==> src/hw/hbmfc_defines.svh <==
`ifndef HBMFC_DEFINES_SVH
`define HBMFC_DEFINES_SVH

// ****************************************************************
// clock and timing
// ****************************************************************
`define HBMFC_CLK_HZ 25000000
`define HBMFC_SLEEP_MS 10
`define HBMFC_SLEEP_CYC (`HBMFC_SLEEP_MS * `HBMFC_CLK_HZ / 1000)
`define HBMFC_CP_MS 11
`define HBMFC_CP_CYC (`HBMFC_CP_MS * `HBMFC_CLK_HZ / 1000)
`define HBMFC_DEG_US 1
`define HBMFC_DEG_CYC (`HBMFC_DEG_US * `HBMFC_CLK_HZ / 1000000)
`define HBMFC_RETRY_MS 1
`define HBMFC_RETRY_CYC (`HBMFC_RETRY_MS * `HBMFC_CLK_HZ / 1000)

// ****************************************************************
// register map
// ****************************************************************
`define HBMFC_ADDR_STATE 8'h00
`define HBMFC_ADDR_IRQ_STAT 8'h04
`define HBMFC_ADDR_IRQ_CLR 8'h08
`define HBMFC_ADDR_IRQ_EN 8'h0C
`define HBMFC_IRQ_W 6
`define HBMFC_IRQ_OC 0
`define HBMFC_IRQ_SHORT 1
`define HBMFC_IRQ_OT 2
`define HBMFC_IRQ_UV 3
`define HBMFC_IRQ_SLEEP 4
`define HBMFC_IRQ_WAKE 5
`define HBMFC_IRQ_EN_RST 6'h00
`define HBMFC_RESP_OKAY 2'h0
`define HBMFC_RESP_SLVERR 2'h2

`endif

==> src/hw/hbmfc_pkg.sv <==
package hbmfc_pkg;

    typedef enum logic [1:0] {MD_STANDBY, MD_REVERSE, MD_FORWARD, MD_BRAKE}
        hbmfc_mode_t;
    typedef enum logic [1:0] {PW_ACTIVE, PW_SLEEP, PW_WAKE} hbmfc_pwr_t;
    typedef enum logic {PR_RUN, PR_RETRY} hbmfc_prot_t;

    typedef struct packed {
        logic high_switch_a;
        logic low_switch_a;
        logic high_switch_b;
        logic low_switch_b;
    } hbmfc_sw_t;

    typedef struct packed {
        logic uv_low;
        logic uv_ok;
        logic oc;
        logic short_hit;
        logic ot_high;
        logic ot_rec;
    } hbmfc_flags_t;

endpackage

==> src/hw/hbmfc_top.sv <==
`include "hbmfc_defines.svh"

module hbmfc_top
    import hbmfc_pkg::*;
#(
    parameter int unsigned SLEEP_CYC = `HBMFC_SLEEP_CYC,
    parameter int unsigned CP_CYC = `HBMFC_CP_CYC,
    parameter int unsigned RETRY_CYC = `HBMFC_RETRY_CYC
)(
    // clock and reset
    input wire logic clk,
    input wire logic sys_rst,
    // control inputs from host
    input wire logic input_a,
    input wire logic input_b,
    // analog comparator flags
    input wire hbmfc_flags_t flags,
    // bridge drive
    output hbmfc_sw_t sw,
    output logic out_a,
    output logic out_a_oe,
    output logic out_b,
    output logic out_b_oe,
    output logic irq,
    // axi4-lite slave
    input wire logic [7:0] s_axi_awaddr,
    input wire logic s_axi_awvalid,
    output logic s_axi_awready,
    input wire logic [31:0] s_axi_wdata,
    input wire logic [3:0] s_axi_wstrb,
    input wire logic s_axi_wvalid,
    output logic s_axi_wready,
    output logic [1:0] s_axi_bresp,
    output logic s_axi_bvalid,
    input wire logic s_axi_bready,
    input wire logic [7:0] s_axi_araddr,
    input wire logic s_axi_arvalid,
    output logic s_axi_arready,
    output logic [31:0] s_axi_rdata,
    output logic [1:0] s_axi_rresp,
    output logic s_axi_rvalid,
    input wire logic s_axi_rready
);

    localparam logic [19:0] SLEEP_LIM = 20'(SLEEP_CYC);
    localparam logic [19:0] CP_LIM = 20'(CP_CYC - 1);
    localparam logic [19:0] RETRY_LIM = 20'(RETRY_CYC - 1);
    localparam logic [19:0] DEG_LIM = 20'(`HBMFC_DEG_CYC);
    localparam int IW = `HBMFC_IRQ_W;

    // ****************************************************************
    // input synchronisers
    // ****************************************************************
    logic [7:0] sync1;
    logic [7:0] sync2;
    logic in_a;
    logic in_b;
    hbmfc_flags_t fl;

    always_ff @(posedge clk)
    begin
        if (sys_rst)
        begin
            sync1 <= 8'h00;
            sync2 <= 8'h00;
        end
        else
        begin
            sync1 <= {input_a, input_b, flags};
            sync2 <= sync1;
        end
    end

    assign in_a = sync2[7];
    assign in_b = sync2[6];
    assign fl = sync2[5:0];

    // ****************************************************************
    // mode, power, protection state
    // ****************************************************************
    hbmfc_mode_t mode;
    hbmfc_pwr_t pwr, next_pwr;
    hbmfc_prot_t prot, next_prot;
    logic [19:0] pcnt, next_pcnt;
    logic [19:0] dcnt, next_dcnt;
    logic [19:0] rcnt, next_rcnt;
    logic lockout, next_lockout;
    logic ot, next_ot;
    logic retry_short, next_retry_short;
    logic driving;
    logic enable;
    logic [IW-1:0] ev;
    hbmfc_sw_t next_sw;

    assign mode = hbmfc_mode_t'({in_a, in_b});

    always_comb
    begin
        next_pwr = pwr;
        next_pcnt = pcnt;
        next_prot = prot;
        next_dcnt = 20'h00000;
        next_rcnt = rcnt;
        next_lockout = lockout;
        next_ot = ot;
        next_retry_short = retry_short;
        ev = '0;
        driving = (mode != MD_STANDBY) && (pwr == PW_ACTIVE);
        case (pwr)
            PW_ACTIVE:
            begin
                if (mode == MD_STANDBY)
                begin
                    if (pcnt >= SLEEP_LIM)
                    begin
                        next_pwr = PW_SLEEP;
                        next_pcnt = 20'h00000;
                        ev[`HBMFC_IRQ_SLEEP] = 1'b1;
                    end
                    else
                    begin
                        next_pcnt = pcnt + 20'h00001;
                    end
                end
                else
                begin
                    next_pcnt = 20'h00000;
                end
            end
            PW_SLEEP:
            begin
                if (in_a || in_b)
                begin
                    next_pwr = PW_WAKE;
                    next_pcnt = 20'h00000;
                    ev[`HBMFC_IRQ_WAKE] = 1'b1;
                end
            end
            PW_WAKE:
            begin
                next_pcnt = pcnt + 20'h00001;
                if (pcnt >= CP_LIM)
                begin
                    next_pwr = PW_ACTIVE;
                    next_pcnt = 20'h00000;
                end
            end
            default:
            begin
                next_pwr = PW_ACTIVE;
                next_pcnt = 20'h00000;
            end
        endcase
        // supply lockout latch with hysteresis, frozen in sleep
        if (pwr != PW_SLEEP)
        begin
            if (fl.uv_low)
            begin
                next_lockout = 1'b1;
                ev[`HBMFC_IRQ_UV] = !lockout;
            end
            else if (fl.uv_ok)
            begin
                next_lockout = 1'b0;
            end
            if (fl.ot_high)
            begin
                next_ot = 1'b1;
                ev[`HBMFC_IRQ_OT] = !ot;
            end
            else if (fl.ot_rec)
            begin
                next_ot = 1'b0;
            end
        end
        case (prot)
            PR_RUN:
            begin
                // current guards only watch a driving bridge
                if (driving && !lockout && fl.short_hit)
                begin
                    next_prot = PR_RETRY;
                    next_rcnt = 20'h00000;
                    next_retry_short = 1'b1;
                    ev[`HBMFC_IRQ_SHORT] = 1'b1;
                end
                else if (driving && !lockout && fl.oc)
                begin
                    next_dcnt = dcnt + 20'h00001;
                    if (dcnt >= DEG_LIM)
                    begin
                        next_prot = PR_RETRY;
                        next_rcnt = 20'h00000;
                        next_dcnt = 20'h00000;
                        next_retry_short = 1'b0;
                        ev[`HBMFC_IRQ_OC] = 1'b1;
                    end
                end
            end
            PR_RETRY:
            begin
                next_rcnt = rcnt + 20'h00001;
                if (rcnt >= RETRY_LIM)
                begin
                    next_rcnt = 20'h00000;
                    if (!(retry_short && fl.short_hit))
                    begin
                        next_prot = PR_RUN;
                    end
                end
            end
            default:
            begin
                next_prot = PR_RUN;
            end
        endcase
        if (pwr == PW_SLEEP)
        begin
            next_prot = PR_RUN;
            next_rcnt = 20'h00000;
        end
        enable = (next_pwr == PW_ACTIVE) && !next_lockout && !next_ot &&
            (next_prot == PR_RUN);
        next_sw = '0;
        if (enable)
        begin
            case (mode)
                MD_FORWARD:
                begin
                    next_sw.high_switch_a = 1'b1;
                    next_sw.low_switch_b = 1'b1;
                end
                MD_REVERSE:
                begin
                    next_sw.low_switch_a = 1'b1;
                    next_sw.high_switch_b = 1'b1;
                end
                MD_BRAKE:
                begin
                    next_sw.low_switch_a = 1'b1;
                    next_sw.low_switch_b = 1'b1;
                end
                default:
                begin
                    next_sw = '0;
                end
            endcase
        end
    end

    always_ff @(posedge clk)
    begin
        if (sys_rst)
        begin
            pwr <= PW_ACTIVE;
            prot <= PR_RUN;
            pcnt <= 20'h00000;
            dcnt <= 20'h00000;
            rcnt <= 20'h00000;
            lockout <= 1'b1;
            ot <= 1'b0;
            retry_short <= 1'b0;
            sw <= '0;
            out_a <= 1'b0;
            out_a_oe <= 1'b0;
            out_b <= 1'b0;
            out_b_oe <= 1'b0;
        end
        else
        begin
            pwr <= next_pwr;
            prot <= next_prot;
            pcnt <= next_pcnt;
            dcnt <= next_dcnt;
            rcnt <= next_rcnt;
            lockout <= next_lockout;
            ot <= next_ot;
            retry_short <= next_retry_short;
            sw <= next_sw;
            out_a <= next_sw.high_switch_a;
            out_a_oe <= next_sw.high_switch_a | next_sw.low_switch_a;
            out_b <= next_sw.high_switch_b;
            out_b_oe <= next_sw.high_switch_b | next_sw.low_switch_b;
        end
    end

    // ****************************************************************
    // register slave and interrupt
    // ****************************************************************
    logic aw_got, next_aw_got, w_got, next_w_got;
    logic [7:0] aw_addr, next_aw_addr;
    logic [31:0] w_data, next_w_data;
    logic w_strb0, next_w_strb0;
    logic next_awready, next_wready, next_arready;
    logic next_bvalid, next_rvalid;
    logic [1:0] next_bresp, next_rresp;
    logic [31:0] next_rdata;
    logic [IW-1:0] irq_stat, next_irq_stat, irq_en, next_irq_en, clr;
    logic next_irq;

    always_comb
    begin
        next_aw_got = aw_got | (s_axi_awvalid & s_axi_awready);
        next_aw_addr = (s_axi_awvalid & s_axi_awready) ? s_axi_awaddr :
            aw_addr;
        next_w_got = w_got | (s_axi_wvalid & s_axi_wready);
        next_w_data = (s_axi_wvalid & s_axi_wready) ? s_axi_wdata : w_data;
        // strobe kept with the data, the master may drop it once taken
        next_w_strb0 = (s_axi_wvalid & s_axi_wready) ? s_axi_wstrb[0] :
            w_strb0;
        next_bvalid = s_axi_bvalid & ~s_axi_bready;
        next_bresp = s_axi_bresp;
        next_irq_en = irq_en;
        clr = '0;
        if (aw_got && w_got)
        begin
            next_aw_got = 1'b0;
            next_w_got = 1'b0;
            next_bvalid = 1'b1;
            next_bresp = `HBMFC_RESP_OKAY;
            case (aw_addr)
                `HBMFC_ADDR_IRQ_CLR:
                begin
                    clr = w_strb0 ? w_data[IW-1:0] : '0;
                end
                `HBMFC_ADDR_IRQ_EN:
                begin
                    if (w_strb0)
                    begin
                        next_irq_en = w_data[IW-1:0];
                    end
                end
                `HBMFC_ADDR_STATE, `HBMFC_ADDR_IRQ_STAT:
                begin
                    next_bresp = `HBMFC_RESP_OKAY;
                end
                default:
                begin
                    next_bresp = `HBMFC_RESP_SLVERR;
                end
            endcase
        end
        next_awready = ~next_aw_got & ~next_bvalid & ~(aw_got & w_got);
        next_wready = ~next_w_got & ~next_bvalid & ~(aw_got & w_got);
        // set wins over clear
        next_irq_stat = (irq_stat & ~clr) | ev;
        next_irq = |(next_irq_stat & next_irq_en);
        next_rvalid = s_axi_rvalid & ~s_axi_rready;
        next_rdata = s_axi_rdata;
        next_rresp = s_axi_rresp;
        if (s_axi_arvalid && s_axi_arready)
        begin
            next_rvalid = 1'b1;
            next_rresp = `HBMFC_RESP_OKAY;
            case (s_axi_araddr)
                `HBMFC_ADDR_STATE:
                begin
                    next_rdata = {20'h00000, sw, retry_short, prot, ot,
                        lockout, pwr, mode};
                end
                `HBMFC_ADDR_IRQ_STAT:
                begin
                    next_rdata = {26'h0000000, irq_stat};
                end
                `HBMFC_ADDR_IRQ_EN:
                begin
                    next_rdata = {26'h0000000, irq_en};
                end
                `HBMFC_ADDR_IRQ_CLR:
                begin
                    next_rdata = 32'h00000000;
                end
                default:
                begin
                    next_rdata = 32'h00000000;
                    next_rresp = `HBMFC_RESP_SLVERR;
                end
            endcase
        end
        next_arready = ~next_rvalid;
    end

    always_ff @(posedge clk)
    begin
        if (sys_rst)
        begin
            aw_got <= 1'b0;
            w_got <= 1'b0;
            aw_addr <= 8'h00;
            w_data <= 32'h00000000;
            w_strb0 <= 1'b0;
            s_axi_awready <= 1'b0;
            s_axi_wready <= 1'b0;
            s_axi_arready <= 1'b0;
            s_axi_bvalid <= 1'b0;
            s_axi_bresp <= 2'h0;
            s_axi_rvalid <= 1'b0;
            s_axi_rresp <= 2'h0;
            s_axi_rdata <= 32'h00000000;
            irq_stat <= '0;
            irq_en <= `HBMFC_IRQ_EN_RST;
            irq <= 1'b0;
        end
        else
        begin
            aw_got <= next_aw_got;
            w_got <= next_w_got;
            aw_addr <= next_aw_addr;
            w_data <= next_w_data;
            w_strb0 <= next_w_strb0;
            s_axi_awready <= next_awready;
            s_axi_wready <= next_wready;
            s_axi_arready <= next_arready;
            s_axi_bvalid <= next_bvalid;
            s_axi_bresp <= next_bresp;
            s_axi_rvalid <= next_rvalid;
            s_axi_rresp <= next_rresp;
            s_axi_rdata <= next_rdata;
            irq_stat <= next_irq_stat;
            irq_en <= next_irq_en;
            irq <= next_irq;
        end
    end
endmodule // hbmfc_top

==> config.mk <==
export PLATFORM = sky130hd
export DESIGN_NAME = hbmfc_top
export DESIGN_NICKNAME = d
export VERILOG_FILES = /design/src/hw/hbmfc_pkg.sv /design/src/hw/hbmfc_top.sv
export VERILOG_INCLUDE_DIRS = /design/src /design/src/hw
export SDC_FILE = /design/constraint.sdc
export NUM_CORES = 1
export LEC_CHECK = 0
export BUFFER_PORTS_ARGS = -buffer_cell sky130_fd_sc_hd__buf_2
export CAP_MARGIN = 5
export CORE_ASPECT_RATIO = 0.6
export CORE_MARGIN = 10
export CORE_UTILIZATION = 55
export DETAILED_ROUTE_END_ITERATION = 7
export PLACE_DENSITY = 0.8
export SYNTH_ARGS = -nofsm -noshare
export SYNTH_HDL_FRONTEND = slang
export SYNTH_SLANG_ARGS = --single-unit
==> constraint.sdc <==
create_clock -name clk -period 3.11 [get_ports clk]
set_clock_uncertainty 0.1 [all_clocks]
set_input_delay 0.1555 -clock clk [delete_from_list [all_inputs] [get_ports clk]]
set_output_delay 0.1555 -clock clk [all_outputs]
set_load 0.01 [all_outputs]
==> summary.txt <==
Setup path
  – Crit. End Element: register
  – Crit path largest cell delay: around 950 ps
  – Worst setup path start: rcnt[0]
  – Largest delay share family, worst path: compound AO/OA/AOI/OAI gates
  – Worst setup path endpoint: rcnt[4]
  – Crit path depth: 7
  – CP bufs+invs: 0
  – R2r setup slk: 500 ps
  – Critical Path AT: ~2800 ps
  – Worst Reg-to-Reg Cells: 7
  – CP Class: register to register
  – Worst EP required: around 3300 ps
  – CP Max Fanout: 19
  – R2R Path End: rcnt[4]
  – Setup crit start kind: register
  – CP max stage cell: o211ai_1
  – Crit path cell chain: ha_1 -> a211o_1 -> a21oi_1 -> o21a_1 -> o211ai_1 -> o21ai_0 -> a21o_1
  – RR Startpoint: rcnt[0]

Routing
  – DRC violations left: 0
  – DRT Wirelength: 14.19 mm
  – Vias: 4918
  – Post-DRT Antenna Nets: 0
  – DRT iter0 DRCs: ~400
  – 1st-pass router iterations: 5
  – WL/cell: 16.03 um
  – Via-per-instance ratio: 5.557

Clocking
  – CTS tree: yes
  – Worst skew pair latency: around 430 ps
  – Root buffer cell: clkbuf_16
  – CTS Buf Count: 17
  – Clk buf depth: 2
  – Clk sink count: 137
  – Htree depth: 4
  – Reg clk slew, reported paths: approximately 60 ps
  – # resized after CTS: 0

Logic synthesis
  – Synth Register Bits: ~140
  – Synth unique cells: a little over 60
  – Yosys top cell by area: dfxtp_1
  – EDFF count, synth: 0
  – Mean post-synth cell area: 8.960 um2
  – Post-Synthesis Cells: between 600 and 700
  – Main area contributors after synthesis: dfxtp_1 (49%), nand2_1 (4.6%), nor2_1 (3.7%)
  – Post-synthesis async set-or-reset flop share: 0
  – Ys Warns: 0
  – Synth Cell Area: 5609 um2
  – Yosys top cell area share: 0.4890
  – Primary FF master, synth: dfxtp_1
  – Fraction of the yosys area taken by sequential cells: 0.4890

Cells and area
  – Final net count: 810
  – Layout cells sized above 1: 0.1493
  – FILL cells: 757
  – Post-Layout Cell Count: 885
  – Diodes inserted: 0
  – Layout area overhead: 23.22%

Min path
  – Hold/Removal Path Class: primary input to register
  – Hold Path Origin: s_axi_araddr[7]

Floorplan
  – Die width: between 150 and 200 um
  – Core area: 9915 um2
  – Starting density of the core: 0.5657
  – Io pins: around 120
  – Die area: approximately 15000 um2
  – FP Rows: 28
  – Die height: 98.23 um

Timing
  – Unrepaired setup endpoints after global routing: no
  – Number of max-slew violations in the final report: 0
  – TNS Setup: 0 ps
  – Min cycle time layout: 2607 ps
  – Worst slew margin: 0.2068
  – Worst Tran Pin Value: between 1000 and 1500 ps
  – Final hold slack: about 22 ps
  – Final setup fails: 0
  – Worst setup margin: 502.6 ps
  – Max Fclk: roughly 380 MHz
  – Fin crit share: 0.8384
  – Final hold violations: 0

Pwr
  – P_leak: 2.861 nW
  – Internal power: between 3 and 4 mW
  – Combinational Power Share: 0.058
  – Power Density: ~590 nW/um2
  – Sw frac: 0.2505
  – Clock group share of total power: 0.490
  – VDD IR max: just over 0.0004 V
  – Sequential Power Share: 0.452
  – Switching power: 1.022 mW

Placement
  – Port Buffer Count: 65
  – Worst slack at placement: slightly above 500 ps
  – DP Cell Count: 819
  – Routability cong.: roughly 0.88
  – Post-DP HPWL: 9.422 mm

GRT
  – Largest net degree at the start of global routing: 39
  – First-pass GRT wire length: about 23 mm
  – Global route overflow: 0
  – Initial antenna violation count: 0
  – Overall Global Routing Usage: 0.1936
  – Number of global-route vias before repair: 4925

Outcome
  – Status: complete, no violations

Flow run
  – Maxcap violations: 0
state kept, by name, indices dropped and copies added, names as in the netlist, 2 cells and up:
name and count:
irq_stat 6, w_data 6, s_axi_rdata 12, sync2 8
pwr 2, sync1 8, pcnt 20, aw_addr 8
rcnt 20, irq_en 6, dcnt 20, sw 2
synthesized netlist by cell type, types with 3 or more instances:
cell / n
and3_1: 14
xnor2_1: 5
o21ai_0: 31
o311ai_1: 4
nand2_1: 68
ha_1: 6
clkbuf_1: 17
a21oi_1: 27
or3_1: 4
a21o_1: 8
nand4_1: 5
o21a_1: 6
dfxtp_1: 137
nor3_1: 13
buf_6: 3
a31oi_1: 4
nor2_1: 56
nor2b_1: 18
nor3b_1: 9
a22o_1: 7
buf_1: 3
mux2i_1: 12
xor2_1: 8
o22ai_1: 4
nand2b_1: 4
nor4_1: 13
and2_1: 16
inv_1: 18
a22oi_1: 13
o21ai_1: 3
nand3_1: 30
buf_4: 25
power groups by stage:
stage / clock network [mW] / registers, mW / logic (mW)
finish: 2.00 / 1.84 / 0.238
CTS: 2.02 / 1.84 / 0.229
floorplan: 0 / 1.86 / 0.166
global placement: 0 / 1.87 / 0.188
global route: 2.10 / 1.85 / 0.264
detailed placement: 0 / 1.88 / 0.195
worst min path at each step:
stage	cells past startpoint	end
floorplan	1	sync1[0]
global placement	2	sync1[6]
detailed placement	2	sync1[7]
CTS	4	s_axi_rresp[1]
global route	4	s_axi_rresp[1]
finish	4	s_axi_rresp[1]
worst register-to-register path, cell delays in order, from the launching register on:
cell and delay (ps):
dfxtp_1 360, ha_1 230, a211o_1 150, a21oi_1 70, o21a_1 210, o211ai_1 950, o21ai_0 220, a21o_1 220
cell usage in the layout (no fill, tap or decap), types with 9 or more instances in the layout:
| master | instances |
|---|---|
| conb_1 | 37 |
| a22oi_1 | 13 |
| nor4_1 | 13 |
| nand3_1 | 30 |
| nor2_1 | 56 |
| and2_1 | 16 |
| inv_1 | 18 |
| nor3_1 | 13 |
| clkbuf_16 | 17 |
| buf_2 | 65 |
| o21ai_0 | 31 |
| nor2b_1 | 18 |
| and3_1 | 14 |
| nor3b_1 | 9 |
| nand2_1 | 68 |
| dlygate4sd3_1 | 34 |
| mux2i_1 | 12 |
| dfxtp_1 | 137 |
| a21oi_1 | 27 |
cell families after synthesis:
family          after synthesis  synth area share
xor+xnor                     13           0.02030
simple gates                259            0.2291
fa+ha+maj                     6           0.01338
flops                       137            0.4890
compound gates              128            0.1555
other cells                   1         0.0006686
mux                          14           0.02543
buf+inv                      68           0.06669
layout make-up:
cell class,count,area [um2],share of cell area
sequential,137,2743,0.3968
multi-input combinational,457,2628,0.3802
timing repair buffer,106,718.2,0.1039
clock buffer,18,439.2,0.06354
tap,135,168.9,0.02444
clock inverter,14,147.6,0.02136
inverter,18,67.56,0.009776
layer usage:
| metal | global-route usage | wire (um) | vias to the layer above |
|---|---|---|---|
| met5 | 0 | 0 | - |
| li1 | - | - | 2362 |
| met3 | 0.06636 | 1164 | 27 |
| met4 | 0.08185 | 223 | 0 |
| met2 | 0.3117 | 6824 | 199 |
| met1 | 0.2303 | 5977 | 2330 |
stage by stage:
stage | cell area [um2] | power [mW] | utilization
global route | 6912 | 4.211 | 0.6971
finish | 6912 | 4.079 | 0.6971
CTS | 6912 | 4.091 | 0.6971
detailed placement | 5984 | 2.075 | 0.6036
global placement | 5984 | 2.062 | 0.6036
floorplan | 5744 | 2.031 | -
what timing repair did:
action / 4_1_cts / 5_1_grt
hold buffers: 34 / 0
hold endpoints to repair: 30 / 0
buffers inserted: 0 / 0
Power figures use the tool's default switching activity.
